[src/pkg/csd_params.svh]
// Constants for the configuration strap decoder
`ifndef CSD_PARAMS_SVH
`define CSD_PARAMS_SVH

// Strap port width and reset image (undriven straps read one)
`define CSD_STRAP_W        20
`define CSD_STRAP_ONES     20'hFFFFF

// Strap bit positions
`define CSD_BIT_LANE_REV   2
`define CSD_BIT_DBG_SRC    3
`define CSD_BIT_EDP_DIS    4
`define CSD_BIT_BIF_LO     5
`define CSD_BIT_BIF_HI     6

// Bifurcation strap codes
`define CSD_BIF_CODE_X8X4  2'h0
`define CSD_BIF_CODE_R01   2'h1
`define CSD_BIF_CODE_2X8   2'h2
`define CSD_BIF_CODE_R11   2'h3

// Debug permission register address and the value forced by the override
`define CSD_DBG_MSR_ADDR   12'hC80
`define CSD_DBG_MSR_RST    1'h0
`define CSD_DBG_OVERRIDE   1'h1

// Register byte offsets on the bus
`define CSD_OFF_RAW        12'h000
`define CSD_OFF_SET        12'h004
`define CSD_OFF_MSR        12'h008
`define CSD_OFF_STAT       12'h00C
`define CSD_OFF_W          12

// Settings register field positions
`define CSD_SET_LANE_REV   0
`define CSD_SET_DBG_EN     1
`define CSD_SET_EDP_EN     2
`define CSD_SET_BIF_LO     3
`define CSD_SET_BIF_HI     4
`define CSD_SET_BIF_RSVD   5

// Status register field positions
`define CSD_STAT_LOCKED    0
`define CSD_STAT_PRST      1

// Bus constants
`define CSD_HRESP_OKAY     1'h0
`define CSD_WORD_ZERO      32'h00000000

`endif

[src/pkg/csd_pkg.sv]
// Types shared by the configuration strap decoder
`default_nettype none
package csd_pkg;

    typedef enum logic [1:0] {
        CSD_BIF_X8_2X4,
        CSD_BIF_RSVD01,
        CSD_BIF_2X8,
        CSD_BIF_RSVD11
    } csd_bifurc_type;

    typedef enum logic {
        CSD_SAMPLING,
        CSD_LOCKED
    } csd_phase_type;

    typedef struct packed {
        logic           lane_reversed;
        logic           debug_enable;
        logic           edp_enable;
        csd_bifurc_type bifurc;
        logic           bifurc_reserved;
    } csd_settings_type;

endpackage
`default_nettype wire
[src/hw/csd_strap_decoder.sv]
// Configuration strap capture, decode and AHB-Lite register slave
`timescale 1ns/100ps
`default_nettype none
`include "csd_params.svh"
module csd_strap_decoder #(
    parameter int STRAP_W = `CSD_STRAP_W
) (
    // Clock and reset
    input  wire logic                      clk,
    input  wire logic                      reset,
    // Platform reset pin from the platform hub, active low
    input  wire logic                      platform_reset_n,
    // Strap pins, two-way; never driven by this block
    input  wire logic [STRAP_W-1:0]        config_strap_in,
    output var  logic [STRAP_W-1:0]        config_strap_out,
    output var  logic [STRAP_W-1:0]        config_strap_oe_n,
    // Decoded settings
    output var  csd_pkg::csd_settings_type settings,
    output var  logic                      settings_locked,
    // AHB-Lite slave
    input  wire logic                      hsel,
    input  wire logic [31:0]               haddr,
    input  wire logic [1:0]                htrans,
    input  wire logic                      hwrite,
    input  wire logic [2:0]                hsize,
    input  wire logic [31:0]               hwdata,
    input  wire logic                      hready,
    output var  logic                      hreadyout,
    output var  logic                      hresp,
    output var  logic [31:0]               hrdata
);
    import csd_pkg::*;

    logic [STRAP_W-1:0] strap_sync;
    logic               prst_n_sync;
    logic [STRAP_W-1:0] raw_reg;
    logic [STRAP_W-1:0] raw_next;
    csd_phase_type      phase_reg;
    csd_phase_type      phase_next;
    csd_settings_type   set_next;
    logic               msr_reg;
    logic               wr_pend_reg;
    logic [`CSD_OFF_W-1:0] wr_addr_reg;

    // Pin levels enter through synchronisers; straps idle at one
    csd_sync #(
        .W       (STRAP_W),
        .RST_VAL (STRAP_W'(`CSD_STRAP_ONES))
    ) u_strap_sync (
        .clk   (clk),
        .reset (reset),
        .d     (config_strap_in),
        .q     (strap_sync)
    );

    // Reset pin is only received, never driven
    csd_sync #(
        .W       (1),
        .RST_VAL (1'h0)
    ) u_prst_sync (
        .clk   (clk),
        .reset (reset),
        .d     (platform_reset_n),
        .q     (prst_n_sync)
    );

    // Capture window follows the platform reset
    wire sampling = (prst_n_sync == 1'h0);
    assign phase_next = sampling ? CSD_SAMPLING : CSD_LOCKED;
    assign raw_next   = sampling ? strap_sync : raw_reg;

    always_ff @(posedge clk or posedge reset) begin
        if (reset) begin
            phase_reg <= CSD_SAMPLING;
            raw_reg   <= STRAP_W'(`CSD_STRAP_ONES);
        end else begin
            phase_reg <= phase_next;
            raw_reg   <= raw_next;
        end
    end

    // Decode uses only bits 6:2; the rest are reserved
    wire       lane_bit = raw_reg[`CSD_BIT_LANE_REV];
    wire       dbg_bit  = raw_reg[`CSD_BIT_DBG_SRC];
    wire       edp_bit  = raw_reg[`CSD_BIT_EDP_DIS];
    wire [1:0] bif_bits = raw_reg[`CSD_BIT_BIF_HI:`CSD_BIT_BIF_LO];

    csd_bifurc_type bif_dec;
    always_comb begin
        unique case (bif_bits)
            `CSD_BIF_CODE_X8X4: bif_dec = CSD_BIF_X8_2X4;
            `CSD_BIF_CODE_R01:  bif_dec = CSD_BIF_RSVD01;
            `CSD_BIF_CODE_2X8:  bif_dec = CSD_BIF_2X8;
            `CSD_BIF_CODE_R11:  bif_dec = CSD_BIF_RSVD11;
        endcase
    end

    assign set_next.lane_reversed   = ~lane_bit;
    assign set_next.debug_enable    = dbg_bit ? msr_reg : `CSD_DBG_OVERRIDE;
    assign set_next.edp_enable      = ~edp_bit;
    assign set_next.bifurc          = bif_dec;
    assign set_next.bifurc_reserved = (bif_dec == CSD_BIF_RSVD01) ||
                                      (bif_dec == CSD_BIF_RSVD11);

    always_ff @(posedge clk or posedge reset) begin
        if (reset) begin
            settings          <= '{1'h0, `CSD_DBG_MSR_RST, 1'h0, CSD_BIF_RSVD11, 1'h1};
            settings_locked   <= 1'h0;
            config_strap_out  <= '0;
            config_strap_oe_n <= '1;
        end else begin
            settings          <= set_next;
            settings_locked   <= (phase_next == CSD_LOCKED);
            config_strap_out  <= '0;
            config_strap_oe_n <= '1;
        end
    end

    // Bus address phase decode
    wire                  addr_ok  = hsel && htrans[1] && hready;
    wire                  rd_take  = addr_ok && !hwrite;
    wire                  wr_take  = addr_ok && hwrite;
    wire [`CSD_OFF_W-1:0] off      = haddr[`CSD_OFF_W-1:0];
    wire                  sel_raw  = (off == `CSD_OFF_RAW);
    wire                  sel_set  = (off == `CSD_OFF_SET);
    wire                  sel_msr  = (off == `CSD_OFF_MSR);
    wire                  sel_stat = (off == `CSD_OFF_STAT);

    wire [31:0] raw_word  = 32'(raw_reg);
    wire [31:0] set_word  = 32'({settings.bifurc_reserved, settings.bifurc,
                                 settings.edp_enable, settings.debug_enable,
                                 settings.lane_reversed});
    wire [31:0] msr_word  = 32'(msr_reg);
    wire [31:0] stat_word = 32'({prst_n_sync, settings_locked});

    // Unmapped offsets read zero
    wire [31:0] rd_mux = sel_raw  ? raw_word  :
                         sel_set  ? set_word  :
                         sel_msr  ? msr_word  :
                         sel_stat ? stat_word : `CSD_WORD_ZERO;
    wire [31:0] rd_next = rd_take ? rd_mux : `CSD_WORD_ZERO;

    wire msr_wr = wr_pend_reg && (wr_addr_reg == `CSD_OFF_MSR);

    always_ff @(posedge clk or posedge reset) begin
        if (reset) begin
            hrdata      <= `CSD_WORD_ZERO;
            hreadyout   <= 1'h1;
            hresp       <= `CSD_HRESP_OKAY;
            wr_pend_reg <= 1'h0;
            wr_addr_reg <= '0;
            msr_reg     <= `CSD_DBG_MSR_RST;
        end else begin
            hrdata      <= rd_next;
            hreadyout   <= 1'h1;
            hresp       <= `CSD_HRESP_OKAY;
            wr_pend_reg <= wr_take;
            wr_addr_reg <= off;
            if (msr_wr) begin
                msr_reg <= hwdata[0];
            end
        end
    end

    logic past_valid_reg;
    always_ff @(posedge clk or posedge reset) begin
        if (reset) begin
            past_valid_reg <= 1'h0;
        end else begin
            past_valid_reg <= 1'h1;
        end
    end
endmodule
`default_nettype wire

[src/hw/csd_sync.sv]
// Two-flop synchroniser for asynchronous pin levels
`timescale 1ns/100ps
`default_nettype none
module csd_sync #(
    parameter int          W        = 1,
    parameter logic [W-1:0] RST_VAL = '0
) (
    // Clock and reset
    input  wire logic         clk,
    input  wire logic         reset,
    // Levels
    input  wire logic [W-1:0] d,
    output var  logic [W-1:0] q
);
    logic [W-1:0] meta_reg;

    // First stage feeds only the second
    always_ff @(posedge clk or posedge reset) begin
        if (reset) begin
            meta_reg <= RST_VAL;
            q        <= RST_VAL;
        end else begin
            meta_reg <= d;
            q        <= meta_reg;
        end
    end
endmodule
`default_nettype wire

[config.mk]
export PLATFORM = sky130hd
export DESIGN_NAME = csd_strap_decoder
export DESIGN_NICKNAME = d
export VERILOG_FILES = /design/src/pkg/csd_pkg.sv /design/src/hw/csd_strap_decoder.sv /design/src/hw/csd_sync.sv
export VERILOG_INCLUDE_DIRS = /design/src /design/src/pkg
export SDC_FILE = /design/constraint.sdc
export NUM_CORES = 1
export LEC_CHECK = 0
export ABC_AREA = 1
export BUFFER_PORTS_ARGS = -buffer_cell sky130_fd_sc_hd__buf_2
export CELL_PAD_IN_SITES_DETAIL_PLACEMENT = 0
export CELL_PAD_IN_SITES_GLOBAL_PLACEMENT = 1
export CORE_MARGIN = 10
export CORE_UTILIZATION = 35
export DETAILED_ROUTE_END_ITERATION = 10
export PLACE_DENSITY_LB_ADDON = 0.1
export SLEW_MARGIN = 20
export SYNTH_ARGS = -nofsm -noshare
export SYNTH_HDL_FRONTEND = slang
export SYNTH_HIERARCHICAL = 1
export SYNTH_SLANG_ARGS = --single-unit
[constraint.sdc]
create_clock -name clk -period 2.4 [get_ports clk]
set_clock_uncertainty 0.15 [all_clocks]
set_input_delay 0.12 -clock clk [delete_from_list [all_inputs] [get_ports clk]]
set_output_delay 0.12 -clock clk [all_outputs]
set_load 0.02 [all_outputs]
## After elaboration in Yosys (flattened, before gate mapping)

Cells that the tools add are included.

- Muxes and demuxes: 8
- Reductions and logical operators: 9
- Equality and inequality tests: 9
- Bitwise logic cells: 2

Operator list:

| kind | count |
|---|---|
| $mux 20 | 2 |
| $eq 12x4->1 const B | 3 |
| $eq 12x3->1 const B | 1 |
| $logic_not 12->1 | 1 |
| $pmux 2 s4 | 1 |
| $eq 2x2->1 const B | 3 |
| $mux 6 | 1 |
| $logic_and 1x1->1 | 5 |
| $eq 2x1->1 const B | 2 |
| $mux 2 | 2 |
| $logic_not 2->1 | 1 |
| $mux 1 | 2 |
| $not 1->1 | 2 |
| $logic_not 1->1 | 1 |
| $logic_or 1x1->1 | 1 |

- Output and inout bits: 81
- Input bits: 95
- Flip-flop bits (word level): 103

## Depth between registers and ports, before layout

Gate-level depths: netlist (run 1).

- Depth after elaboration: 6
- Mapped depth: 8

## By module

The synthesis (run 1) kept the hierarchy.

Modules (own cells, without submodules):

| module | area each (um^2) | times used | cells an instance |
|---|---|---|---|
| csd_strap_decoder | 2731.4 | 1 | 258 |
| csd_sync at u_strap_sync | 1054.8 | 1 | 41 |
| csd_sync at u_prst_sync | 53.8 | 1 | 3 |

## Worst setup path after synthesis (run 1)

Ideal clock, no wire load.

- Kind: register to register
- Start point: reg u_prst_sync.q
- End point: reg raw_reg[0]
- Arrival: 0.909 ns
- Required time: 2.168 ns
- Setup slack: 1.259 ns
- Library setup time: 0.082 ns
- Cell stages (with the launch flop): 3
- Cells stage by stage: dfrtp_1 -> buf_4 -> mux2_2

RTL lines:

| element | line | RTL |
|---|---|---|
| from (decl) | csd_sync.sv:13 | `output var logic [W-1:0] q` |
| from (signal assigned) | csd_sync.sv:24 | `q <= meta_reg;` |
| to (signal assigned) | csd_strap_decoder.sv:75 | `` raw_reg <= STRAP_W'(`CSD_STRAP_ONES); `` |
| to (signal assigned) | csd_strap_decoder.sv:78 | `raw_reg <= raw_next;` |
| to (decl) | csd_strap_decoder.sv:36 | `logic [STRAP_W-1:0] raw_reg;` |

No word-level cell between the ends.

## Worst setup path after layout (run 1)

- Start point: in htrans[1]
- End point: reg hrdata[10]

- Cells in the longest elaborated chain, start to end: 4

Ends and longest elaborated chain:

| element | line | RTL |
|---|---|---|
| from (decl) | csd_strap_decoder.sv:23 | `input wire logic [1:0] htrans,` |
| $logic_and 1x1->1 (2 in a row) | csd_strap_decoder.sv:120 | `wire addr_ok = hsel && htrans[1] && hready;` |
| $logic_and 1x1->1 | csd_strap_decoder.sv:121 | `wire rd_take = addr_ok && !hwrite;` |
| $mux 20 (no source line) | n/a |  |
| net rd_next[10] | csd_strap_decoder.sv:141 | `` wire [31:0] rd_next = rd_take ? rd_mux : `CSD_WORD_ZERO; `` |
| to (signal assigned) | csd_strap_decoder.sv:147 | `` hrdata <= `CSD_WORD_ZERO; `` |
| to (signal assigned) | csd_strap_decoder.sv:154 | `hrdata <= rd_next;` |
| to (decl) | csd_strap_decoder.sv:30 | `output var logic [31:0] hrdata` |

The timed path passes the listed nets, and every way through them passes these cells.
A chain may end at the register's enable or synchronous reset.

==> impl_metrics.env, run 1 <==
export IMPL_status="complete, no violations"
export IMPL_grt_pass1_vias=2425
export IMPL_drt_initial_drc_count=91
export IMPL_critPathRequiredTime_ns=2.51
export IMPL_start_util=0.356
export IMPL_place_area_um2=4110
export IMPL_overflow=0
export IMPL_fin_cells=555
export IMPL_dieArea_um2=15600
export IMPL_drive_above_1_share=0.417
export IMPL_min_period_over_period=0.784
export IMPL_synthFlopType="dfstp_2"
export IMPL_yosysMostFrequentCell="dfstp_2"
export IMPL_worst_path_largest_cell_delay_ns=0.59
export IMPL_multi_input_area_um2=813
export IMPL_cp_num_buf_inv=4
export IMPL_cts_root_buf="clkbuf_8"
export IMPL_slowest_stage="dlygate4sd3_1"
export IMPL_cts_resized=0
export IMPL_cts_buffers=9
export IMPL_firstDrtPassIters=4
export IMPL_rrSetupSlack_ns=1.13
export IMPL_end_kind="flop"
export IMPL_drcViolationCount=0
export IMPL_startpoint_type="primary input"
export IMPL_clock_path_buffers=2
export IMPL_cpMostUsedCell="dlygate4sd3_1"
export IMPL_final_area_um2=4700
export IMPL_clk_pin_slew_worst_paths_ns=0.10
export IMPL_seq_area_um2=2660
export IMPL_crit_path_max_fanout=13
export IMPL_avgSynthCellArea_um2=12.7
export IMPL_rr_startpoint="u_prst_sync/q$_DFF_PP0_"
export IMPL_cp_cell_sequence="dlygate4sd3_1 -> buf_2 -> nand3_2 -> dlygate4sd3_1 -> nor2_4 -> inv_2 -> nor3_1"
export IMPL_vias=2093
export IMPL_via_per_inst=3.77
export IMPL_die_x_um=125
export IMPL_slew_limit_headroom=0.549
export IMPL_num_antenna_cells=0
export IMPL_setup_viol=0
export IMPL_ys_seq_area_frac=0.692
export IMPL_worst_ep_arrival_time_ns=1.99
export IMPL_synthArstFlopShare=1.00
export IMPL_pwr_density_cell_nw_per_um2=692
export IMPL_hold_viol_final=0
export IMPL_dpl_hpwl_um=5080
export IMPL_worst_pin_slew_ns=0.675
export IMPL_num_rows=38
export IMPL_synth_top_area_share=0.431
export IMPL_io_buffers=66
export IMPL_grt_max_degree=41
export IMPL_nets=505
export IMPL_ys_warn_count=6
export IMPL_rsz0062_at_grt="no"
export IMPL_ir_drop_uv=256
export IMPL_fin_tns_setup_ns=0
export IMPL_startpoint="htrans[1]"
export IMPL_critical_path_top_delay_family="buffers and inverters"
export IMPL_core_area_um2=10800
export IMPL_wire_per_inst_um=12.9
export IMPL_cts_sinks=103
export IMPL_nFillCells=1033
export IMPL_grt_first_pass_wirelength_um=12000
export IMPL_fmax_mhz=532
export IMPL_dpl_cell_count=500
export IMPL_io_pins=176
export IMPL_hold_ws_ns=0.0238
export IMPL_antenna_found_initial=0
export IMPL_syn_area_um2=3840
export IMPL_maxCapViolCount=0
export IMPL_clock_latency_ns=0.35
export IMPL_synth_area_leaders="dfstp_2 (43%), dfrtp_1 (26%), buf_4 (11%)"
export IMPL_ys_ff_latch=103
export IMPL_synthCells=302
export IMPL_hold_path_class="primary input to async pin"
export IMPL_cts_tree="done"
export IMPL_criticalPathCategory="primary input to flop"
export IMPL_die_h_um=125
export IMPL_synth_top_area_cell="dfstp_2"
export IMPL_syn_to_final_growth_pct=22.4
export IMPL_h_tree_depth=3
export IMPL_ant_nets=0
export IMPL_ys_top_cells_by_count="dfstp_2 (63), buf_4 (55), dfrtp_1 (40), nor2_1 (32), inv_1 (24)"
export IMPL_synth_cell_types=26
export IMPL_slew_viol_final=0
export IMPL_synth_edf_count=0
export IMPL_drt_wl_total_um=7180
export IMPL_grtUsageTotal=0.0922
export IMPL_finalCriticalPeriod_ns=1.88
export IMPL_leakagePower_nw=2.28
export IMPL_gp_congestion=0.722
-- cell usage in the layout, fill, tap and decap left out, types with 2 or more instances in the layout --
cell type and n:
inv_1 23, a21oi_1 15, dlygate4sd3_1 39, mux2_2 9, clkbuf_8 9, buf_4 3
nand3_1 14, nor3_1 4, nand2_1 16, o21ai_0 2, dfrtp_1 40, buf_2 66
inv_2 2, nor3_2 4, inv_8 2, nand3_2 2, clkinv_4 3, nor2_1 32
nor2_4 3, conb_1 54, dfstp_2 63
-- metrics by stage --
step           worst slack [ns]  power (mW)   util
2_1_floorplan             0.655        2.18      -
3_3_place_gp              0.966        2.19  0.381
3_5_place_dp              0.944        2.20  0.381
4_1_cts                   0.512        3.30  0.435
5_1_grt                   0.445        3.42  0.435
6_report                  0.519        3.25  0.435
-- repair_timing --
action | CTS | global route
buffers inserted | 0 | 0
endpoints found under the hold margin | 72 | 0
hold buffers | 39 | 0
setup endpoints to repair | 0 | 0
-- area by class of cell --
cell class	instances	area share
Timing Repair Buffer	109	0.162
Multi-Input combinational cell	162	0.173
Tap cell	140	0.0373
Inverter	25	0.0200
Clock buffer	9	0.0264
Clock inverter	7	0.0157
Sequential cell	103	0.565
-- power by group --
part	leakage [nW]	switching [mW]	internal [mW]
Sequential	1.18	0.0335	1.88
Clock	0.101	0.629	0.410
Combinational	0.996	0.196	0.106
Total	2.28	0.858	2.39
-- worst min-delay path, cell delays in order --
cell	delay, ns
dlygate4sd3_1	0.53
buf_2	0.14
inv_1	0.08
-- worst paths after layout --
path | cells past startpoint | endpoint
max | 7 | hrdata[10]$_DFF_PP0_
min in group clk | 0 | u_strap_sync/q[1]$_DFF_PP1_
max reg2reg | 2 | raw_reg[0]$_DFFE_PP1N_
min | 3 | u_prst_sync/q$_DFF_PP0_
max in group asynchronous | 4 | raw_reg[0]$_DFFE_PP1N_
min reg2reg | 0 | u_strap_sync/q[1]$_DFF_PP1_
-- layer usage --
| metal | vias to the layer above | wire, um | track usage |
|---|---|---|---|
| met5 | - | 0 | 0 |
| met4 | 0 | 87 | 0.0432 |
| met3 | 4 | 322 | 0.0230 |
| met2 | 82 | 3140 | 0.136 |
| met1 | 965 | 3630 | 0.124 |
| li1 | 1042 | - | - |
-- logic make-up after synthesis --
logic type | Yosys count | share of synthesized area
compound gates | 17 | 0.0222
mux | 9 | 0.0264
other cells | 2 | 0.00196
simple gates | 82 | 0.110
buf+inv | 89 | 0.147
flops | 103 | 0.692
(Power assumes the default switching activity.)
==> run 2: changes to the inputs <==
--- a/config.mk
+++ b/config.mk
@@ -11,7 +11,7 @@
 export CELL_PAD_IN_SITES_DETAIL_PLACEMENT = 0
 export CELL_PAD_IN_SITES_GLOBAL_PLACEMENT = 1
 export CORE_MARGIN = 10
-export CORE_UTILIZATION = 35
+export CORE_UTILIZATION = 32
 export DETAILED_ROUTE_END_ITERATION = 10
 export PLACE_DENSITY_LB_ADDON = 0.1
 export SLEW_MARGIN = 20
==> constraint.sdc (replaced) <==
create_clock -name clk -period 1.5 [get_ports clk]
set_clock_uncertainty 0.15 [all_clocks]
set_input_delay 0.075 -clock clk [delete_from_list [all_inputs] [get_ports clk]]
set_output_delay 0.075 -clock clk [all_outputs]
set_load 0.02 [all_outputs]
==> impl_metrics.env, run 2 (synthesis gave the netlist of run 1 again) <==
export IMPL_status="complete, no violations"
export IMPL_rr_worst_depth=6
export IMPL_finalCoreUtilization=0.426
export IMPL_grt_max_degree=34
export IMPL_cts_buffers=9
export IMPL_gp_congestion=0.692
export IMPL_firstDrtPassIters=4
export IMPL_end_kind="flop"
export IMPL_wire_per_inst_um=13.0
export IMPL_leakagePower_nw=2.37
export IMPL_via_per_inst=3.90
export IMPL_ir_drop_uv=563
export IMPL_hold_ws_ns=0.0141
export IMPL_dpl_hpwl_um=5180
export IMPL_die_x_um=130
export IMPL_multi_input_area_um2=826
export IMPL_io_pins=176
export IMPL_nFillCells=1098
export IMPL_dieArea_um2=16800
export IMPL_io_buffers=66
export IMPL_rr_endpoint="msr_reg$_DFFE_PP0P_"
export IMPL_grt_pass1_vias=2536
export IMPL_fmax_mhz=715
export IMPL_min_period_over_period=0.932
export IMPL_startpoint="haddr[7]"
export IMPL_grtUsageTotal=0.0932
export IMPL_clk_pin_slew_worst_paths_ns=0.07
export IMPL_final_cell_mix="buf_2 (63), dfstp_2 (63), conb_1 (54)"
export IMPL_start_util=0.332
export IMPL_drive_above_1_share=0.420
export IMPL_rr_startpoint="wr_addr_reg[9]$_DFF_PP0_"
export IMPL_worst_pin_slew_ns=0.561
export IMPL_total_power_mw=5.97
export IMPL_clock_path_buffers=2
export IMPL_crit_path_max_fanout=8
export IMPL_ant_nets=0
export IMPL_overflow=0
export IMPL_die_h_um=130
export IMPL_h_tree_depth=3
export IMPL_grt_first_pass_wirelength_um=12200
export IMPL_pwr_density_cell_nw_per_um2=1210
export IMPL_num_antenna_cells=0
export IMPL_hold_viol_final=0
export IMPL_cts_root_buf="clkbuf_16"
export IMPL_critPathRequiredTime_ns=1.60
export IMPL_syn_to_final_growth_pct=28.4
export IMPL_nets=509
export IMPL_slew_viol_final=0
export IMPL_antenna_found_initial=0
export IMPL_setup_viol=0
export IMPL_rsz0062_at_grt="no"
export IMPL_cts_tree="done"
export IMPL_startpoint_type="primary input"
export IMPL_drt_wl_total_um=7300
export IMPL_num_rows=39
export IMPL_hold_path_class="primary input to async pin"
export IMPL_rrSetupSlack_ns=0.30
export IMPL_drcViolationCount=0
export IMPL_drt_initial_drc_count=84
export IMPL_slew_limit_headroom=0.623
export IMPL_fin_tns_setup_ns=0
export IMPL_vias=2192
export IMPL_maxCapViolCount=0
export IMPL_criticalPathCategory="primary input to flop"
export IMPL_cts_sinks=103
export IMPL_core_area_um2=11600
export IMPL_seq_area_um2=2660
export IMPL_worst_ep_arrival_time_ns=1.50
export IMPL_finalCriticalPeriod_ns=1.40
export IMPL_clock_latency_ns=0.33
==> run 2: cell types whose count changed in the layout (fill, tap and decap cells not counted), moves of 3 or more <==
| cell | delta |
|---|---|
| buf_12 | +4 |
| buf_2 | -3 |
| buf_6 | +3 |
| clkbuf_1 | +3 |
| clkbuf_16 | +9 |
| clkbuf_8 | -9 |
| clkinv_4 | -3 |
==> run 2: area by class of cell <==
cell class | instances | area share
clock buffer | 12 | 0.0480
clock inverter | 4 | 0.0142
inverter | 25 | 0.0198
multi-input combinational | 162 | 0.168
sequential | 103 | 0.539
tap | 143 | 0.0363
timing repair buffer | 113 | 0.175
==> run 2: worst max-delay path, stage by stage <==
cell and delay [ns]:
dlygate4sd3_1 0.53, buf_2 0.13, nor2_2 0.08, nand2_2 0.07, nor2_4 0.21, buf_6 0.16, nand3_1 0.06, a21oi_1 0.18
==> run 2: worst max-delay path by stage <==
| stage | end | slack [ns] |
|---|---|---|
| after floorplan | raw_reg[0]$_DFFE_PP1N_ | 0.36 |
| after global placement | hrdata[2]$_DFF_PP0_ | 0.18 |
| after detailed placement | hrdata[2]$_DFF_PP0_ | 0.17 |
| after CTS | hrdata[2]$_DFF_PP0_ | 0.02 |
| after global routing | hrdata[1]$_DFF_PP0_ | 0.003 |
| final | hrdata[2]$_DFF_PP0_ | 0.10 |
==> run 2: power breakdown <==
group | total [mW] | switching (mW) | internal (mW)
registers | 3.06 | 0.0493 | 3.01
logic | 0.504 | 0.319 | 0.184
clock network | 2.41 | 0.954 | 1.46
total | 5.97 | 1.32 | 4.65
==> run 2: repair_timing <==
| action | 4_1_cts | 5_1_grt |
|---|---|---|
| hold buffers | 40 | 0 |
| hold endpoints to repair | 106 | 0 |
| resized for setup | 0 | 7 |
| buffers inserted | 0 | 4 |
| endpoints found under the setup margin | 0 | 18 |
==> run 2: through the flow <==
step	setup slack, ns	instances	area, um^2
after detailed placement	0.167	505	4180
after CTS	0.0168	561	4890
after global placement	0.183	505	4180
final	0.102	562	4930
after global routing	0.00337	562	4930
after floorplan	0.359	354	4040
==> run 2: layer usage <==
metal | part of all wire | GRT usage
met5 | 0 | 0
met1 | 0.42 | 0.108
met4 | 0.026 | 0.0582
met3 | 0.066 | 0.0265
met2 | 0.49 | 0.151
==> run 3: changes to the inputs <==
--- a/config.mk
+++ b/config.mk
@@ -17,5 +17,4 @@
 export SLEW_MARGIN = 20
 export SYNTH_ARGS = -nofsm -noshare
 export SYNTH_HDL_FRONTEND = slang
-export SYNTH_HIERARCHICAL = 1
 export SYNTH_SLANG_ARGS = --single-unit
==> impl_metrics.env, run 3 <==
export IMPL_p_int_mw=4.48
export IMPL_synth_area_leaders="dfstp_2 (44%), dfrtp_1 (26%), buf_4 (11%)"
export IMPL_gp_congestion=0.716
export IMPL_power_frac_seq=0.528
export IMPL_total_power_mw=5.82
export IMPL_cts_tree="done"
export IMPL_avgSynthCellArea_um2=13.0
export IMPL_end_kind="flop"
export IMPL_grt_pass1_vias=2296
export IMPL_min_from="htrans[1]"
export IMPL_ys_warn_count=0
export IMPL_cts_buffers=9
export IMPL_via_per_inst=3.88
export IMPL_mostFrequentLayoutCell="buf_2"
export IMPL_nets=499
export IMPL_die_x_um=129
export IMPL_ys_ff_latch=103
export IMPL_slowest_stage="dlygate4sd3_1"
export IMPL_hold_path_class="primary input to flop"
export IMPL_synth_cell_types=24
export IMPL_hold_depth=5
export IMPL_clk_pin_slew_worst_paths_ns=0.06
export IMPL_synthCells=293
export IMPL_criticalPathCategory="primary input to flop"
export IMPL_crit_path_max_fanout=7
export IMPL_slew_limit_headroom=0.622
export IMPL_final_cell_mix="buf_2 (66), dfstp_2 (63), conb_1 (54)"
export IMPL_p_switching_mw=1.34
export IMPL_leakagePower_nw=2.26
export IMPL_dieArea_um2=16600
export IMPL_cp_num_buf_inv=4
export IMPL_grt_max_degree=104
export IMPL_grtUsageTotal=0.0885
export IMPL_finalCoreUtilization=0.418
export IMPL_die_h_um=129
export IMPL_worst_path_largest_cell_delay_ns=0.53
export IMPL_hold_ws_ns=0.0213
export IMPL_rr_worst_depth=5
export IMPL_p_clk_frac=0.390
export IMPL_hold_viol_final=0
export IMPL_dpl_hpwl_um=4930
export IMPL_vias=2143
export IMPL_worst_pin_slew_ns=0.567
export IMPL_synth_top_area_share=0.435
export IMPL_grt_first_pass_wirelength_um=11500
export IMPL_critPathRequiredTime_ns=1.62
export IMPL_syn_to_final_growth_pct=26.6
export IMPL_worst_ep_arrival_time_ns=1.53
export IMPL_start_util=0.330
export IMPL_overflow=0
export IMPL_clock_latency_ns=0.34
export IMPL_pwr_density_cell_nw_per_um2=1210
export IMPL_syn_area_um2=3800
export IMPL_firstDrtPassIters=4
export IMPL_synth_top_area_cell="dfstp_2"
export IMPL_p_sw_frac=0.230
export IMPL_cp_cell_sequence="dlygate4sd3_1 -> buf_2 -> inv_4 -> nand2_1 -> nor2_4 -> buf_4 -> nand3_1 -> a21oi_2"
export IMPL_ys_seq_area_frac=0.699
export IMPL_drcViolationCount=0
export IMPL_status="complete, no violations"
export IMPL_synth_edf_count=0
export IMPL_num_rows=39
export IMPL_clock_path_buffers=2
export IMPL_slew_viol_final=0
export IMPL_drive_above_1_share=0.450
export IMPL_wire_per_inst_um=13.0
export IMPL_critical_path_top_delay_family="buffers and inverters"
export IMPL_antenna_found_initial=0
export IMPL_comb_power_share=0.082
export IMPL_num_antenna_cells=0
export IMPL_min_period_over_period=0.945
export IMPL_yosysMostFrequentCell="dfstp_2"
export IMPL_ant_nets=0
export IMPL_drt_initial_drc_count=139
export IMPL_synthFlopType="dfstp_2"
export IMPL_ir_drop_uv=439
export IMPL_cts_root_buf="clkbuf_16"
export IMPL_io_buffers=66
export IMPL_h_tree_depth=3
export IMPL_rr_startpoint="wr_addr_reg[7]$_DFF_PP0_"
export IMPL_drt_wl_total_um=7190
export IMPL_maxCapViolCount=0
export IMPL_startpoint="haddr[3]"
export IMPL_startpoint_type="primary input"
export IMPL_finalCriticalPeriod_ns=1.42
export IMPL_cts_sinks=103
export IMPL_rsz0062_at_grt="yes"
export IMPL_cp_depth=8
export IMPL_synthArstFlopShare=1.00
export IMPL_fmax_mhz=705
export IMPL_setup_viol=0
export IMPL_nFillCells=1104
export IMPL_io_pins=176
export IMPL_ys_top_cells_by_count="dfstp_2 (63), buf_4 (54), dfrtp_1 (40), nor2_1 (33), nand2_1 (28)"
export IMPL_core_area_um2=11500
-- run 3: power groups by stage --
stage	Sequential, mW	Clock [mW]	Combinational [mW]
finish	3.07	2.27	0.478
CTS	3.07	2.37	0.481
global placement	3.11	0	0.401
global route	3.09	2.48	0.530
detailed placement	3.12	0	0.406
floorplan	3.12	0	0.370
-- run 3: area by class of cell --
cell class / instances / area, um^2 / area share
repair buffers: 110 / 782 / 0.163
clock inverters: 6 / 61.3 / 0.0127
flip-flops and latches: 103 / 2660 / 0.552
multi-input cells: 165 / 842 / 0.175
well taps: 143 / 179 / 0.0372
clock buffers: 10 / 229 / 0.0476
inverters: 15 / 62.6 / 0.0130
-- run 3: kinds of logic after synthesis --
family          synth area share
mux                       0.0533
other cells              0.00198
buf+inv                    0.134
compound gates            0.0105
simple gates               0.101
flops                      0.699
-- run 3: worst register-to-register path, delay by kind of cell, from the launching register on --
family / cells / cell delay, ns
AOI/OAI and AO/OA: 1 / 0.12
buffers and inverters: 1 / 0.04
DFF: 1 / 0.36
and+or+nand+nor: 3 / 0.49
-- run 3: final timing paths --
path	endpoint	slack (ns)
max	hrdata[5]$_DFF_PP0_	0.08
min	hrdata[0]$_DFF_PP0_	0.02
max reg2reg	msr_reg$_DFFE_PP0P_	0.24
min reg2reg	u_prst_sync.q$_DFF_PP0_	0.20
max in group asynchronous	raw_reg[4]$_DFFE_PP1N_	0.48
min in group asynchronous	wr_pend_reg$_DFF_PP0_	0.25
-- run 3: through the flow --
stage,setup WS [ns],cells,TNS [ns],area [um^2]
after detailed placement,0.0927,498,0,4130
after global routing,-0.0140,552,-0.0169,4810
after global placement,0.0841,498,0,4130
after floorplan,0.0949,345,0,4000
final,0.0819,552,0,4810
after CTS,0.0419,551,0,4790
-- run 3: per-layer routing --
metal  routed length [um]  track usage  share of wire  vias to the layer above
met3                  483       0.0242          0.067                       12
met5                    0            0              0                        -
met2                 3380        0.137           0.47                       78
met4                  161       0.0562          0.022                        0
met1                 3160        0.107           0.44                     1028
li1                     -            -              -                     1025
-- run 3: repair_timing --
item	CTS	global route
gates resized for setup	0	7
buffers inserted	0	1
hold buffers	37	0
hold endpoints to repair	79	0
setup endpoints to repair	0	18
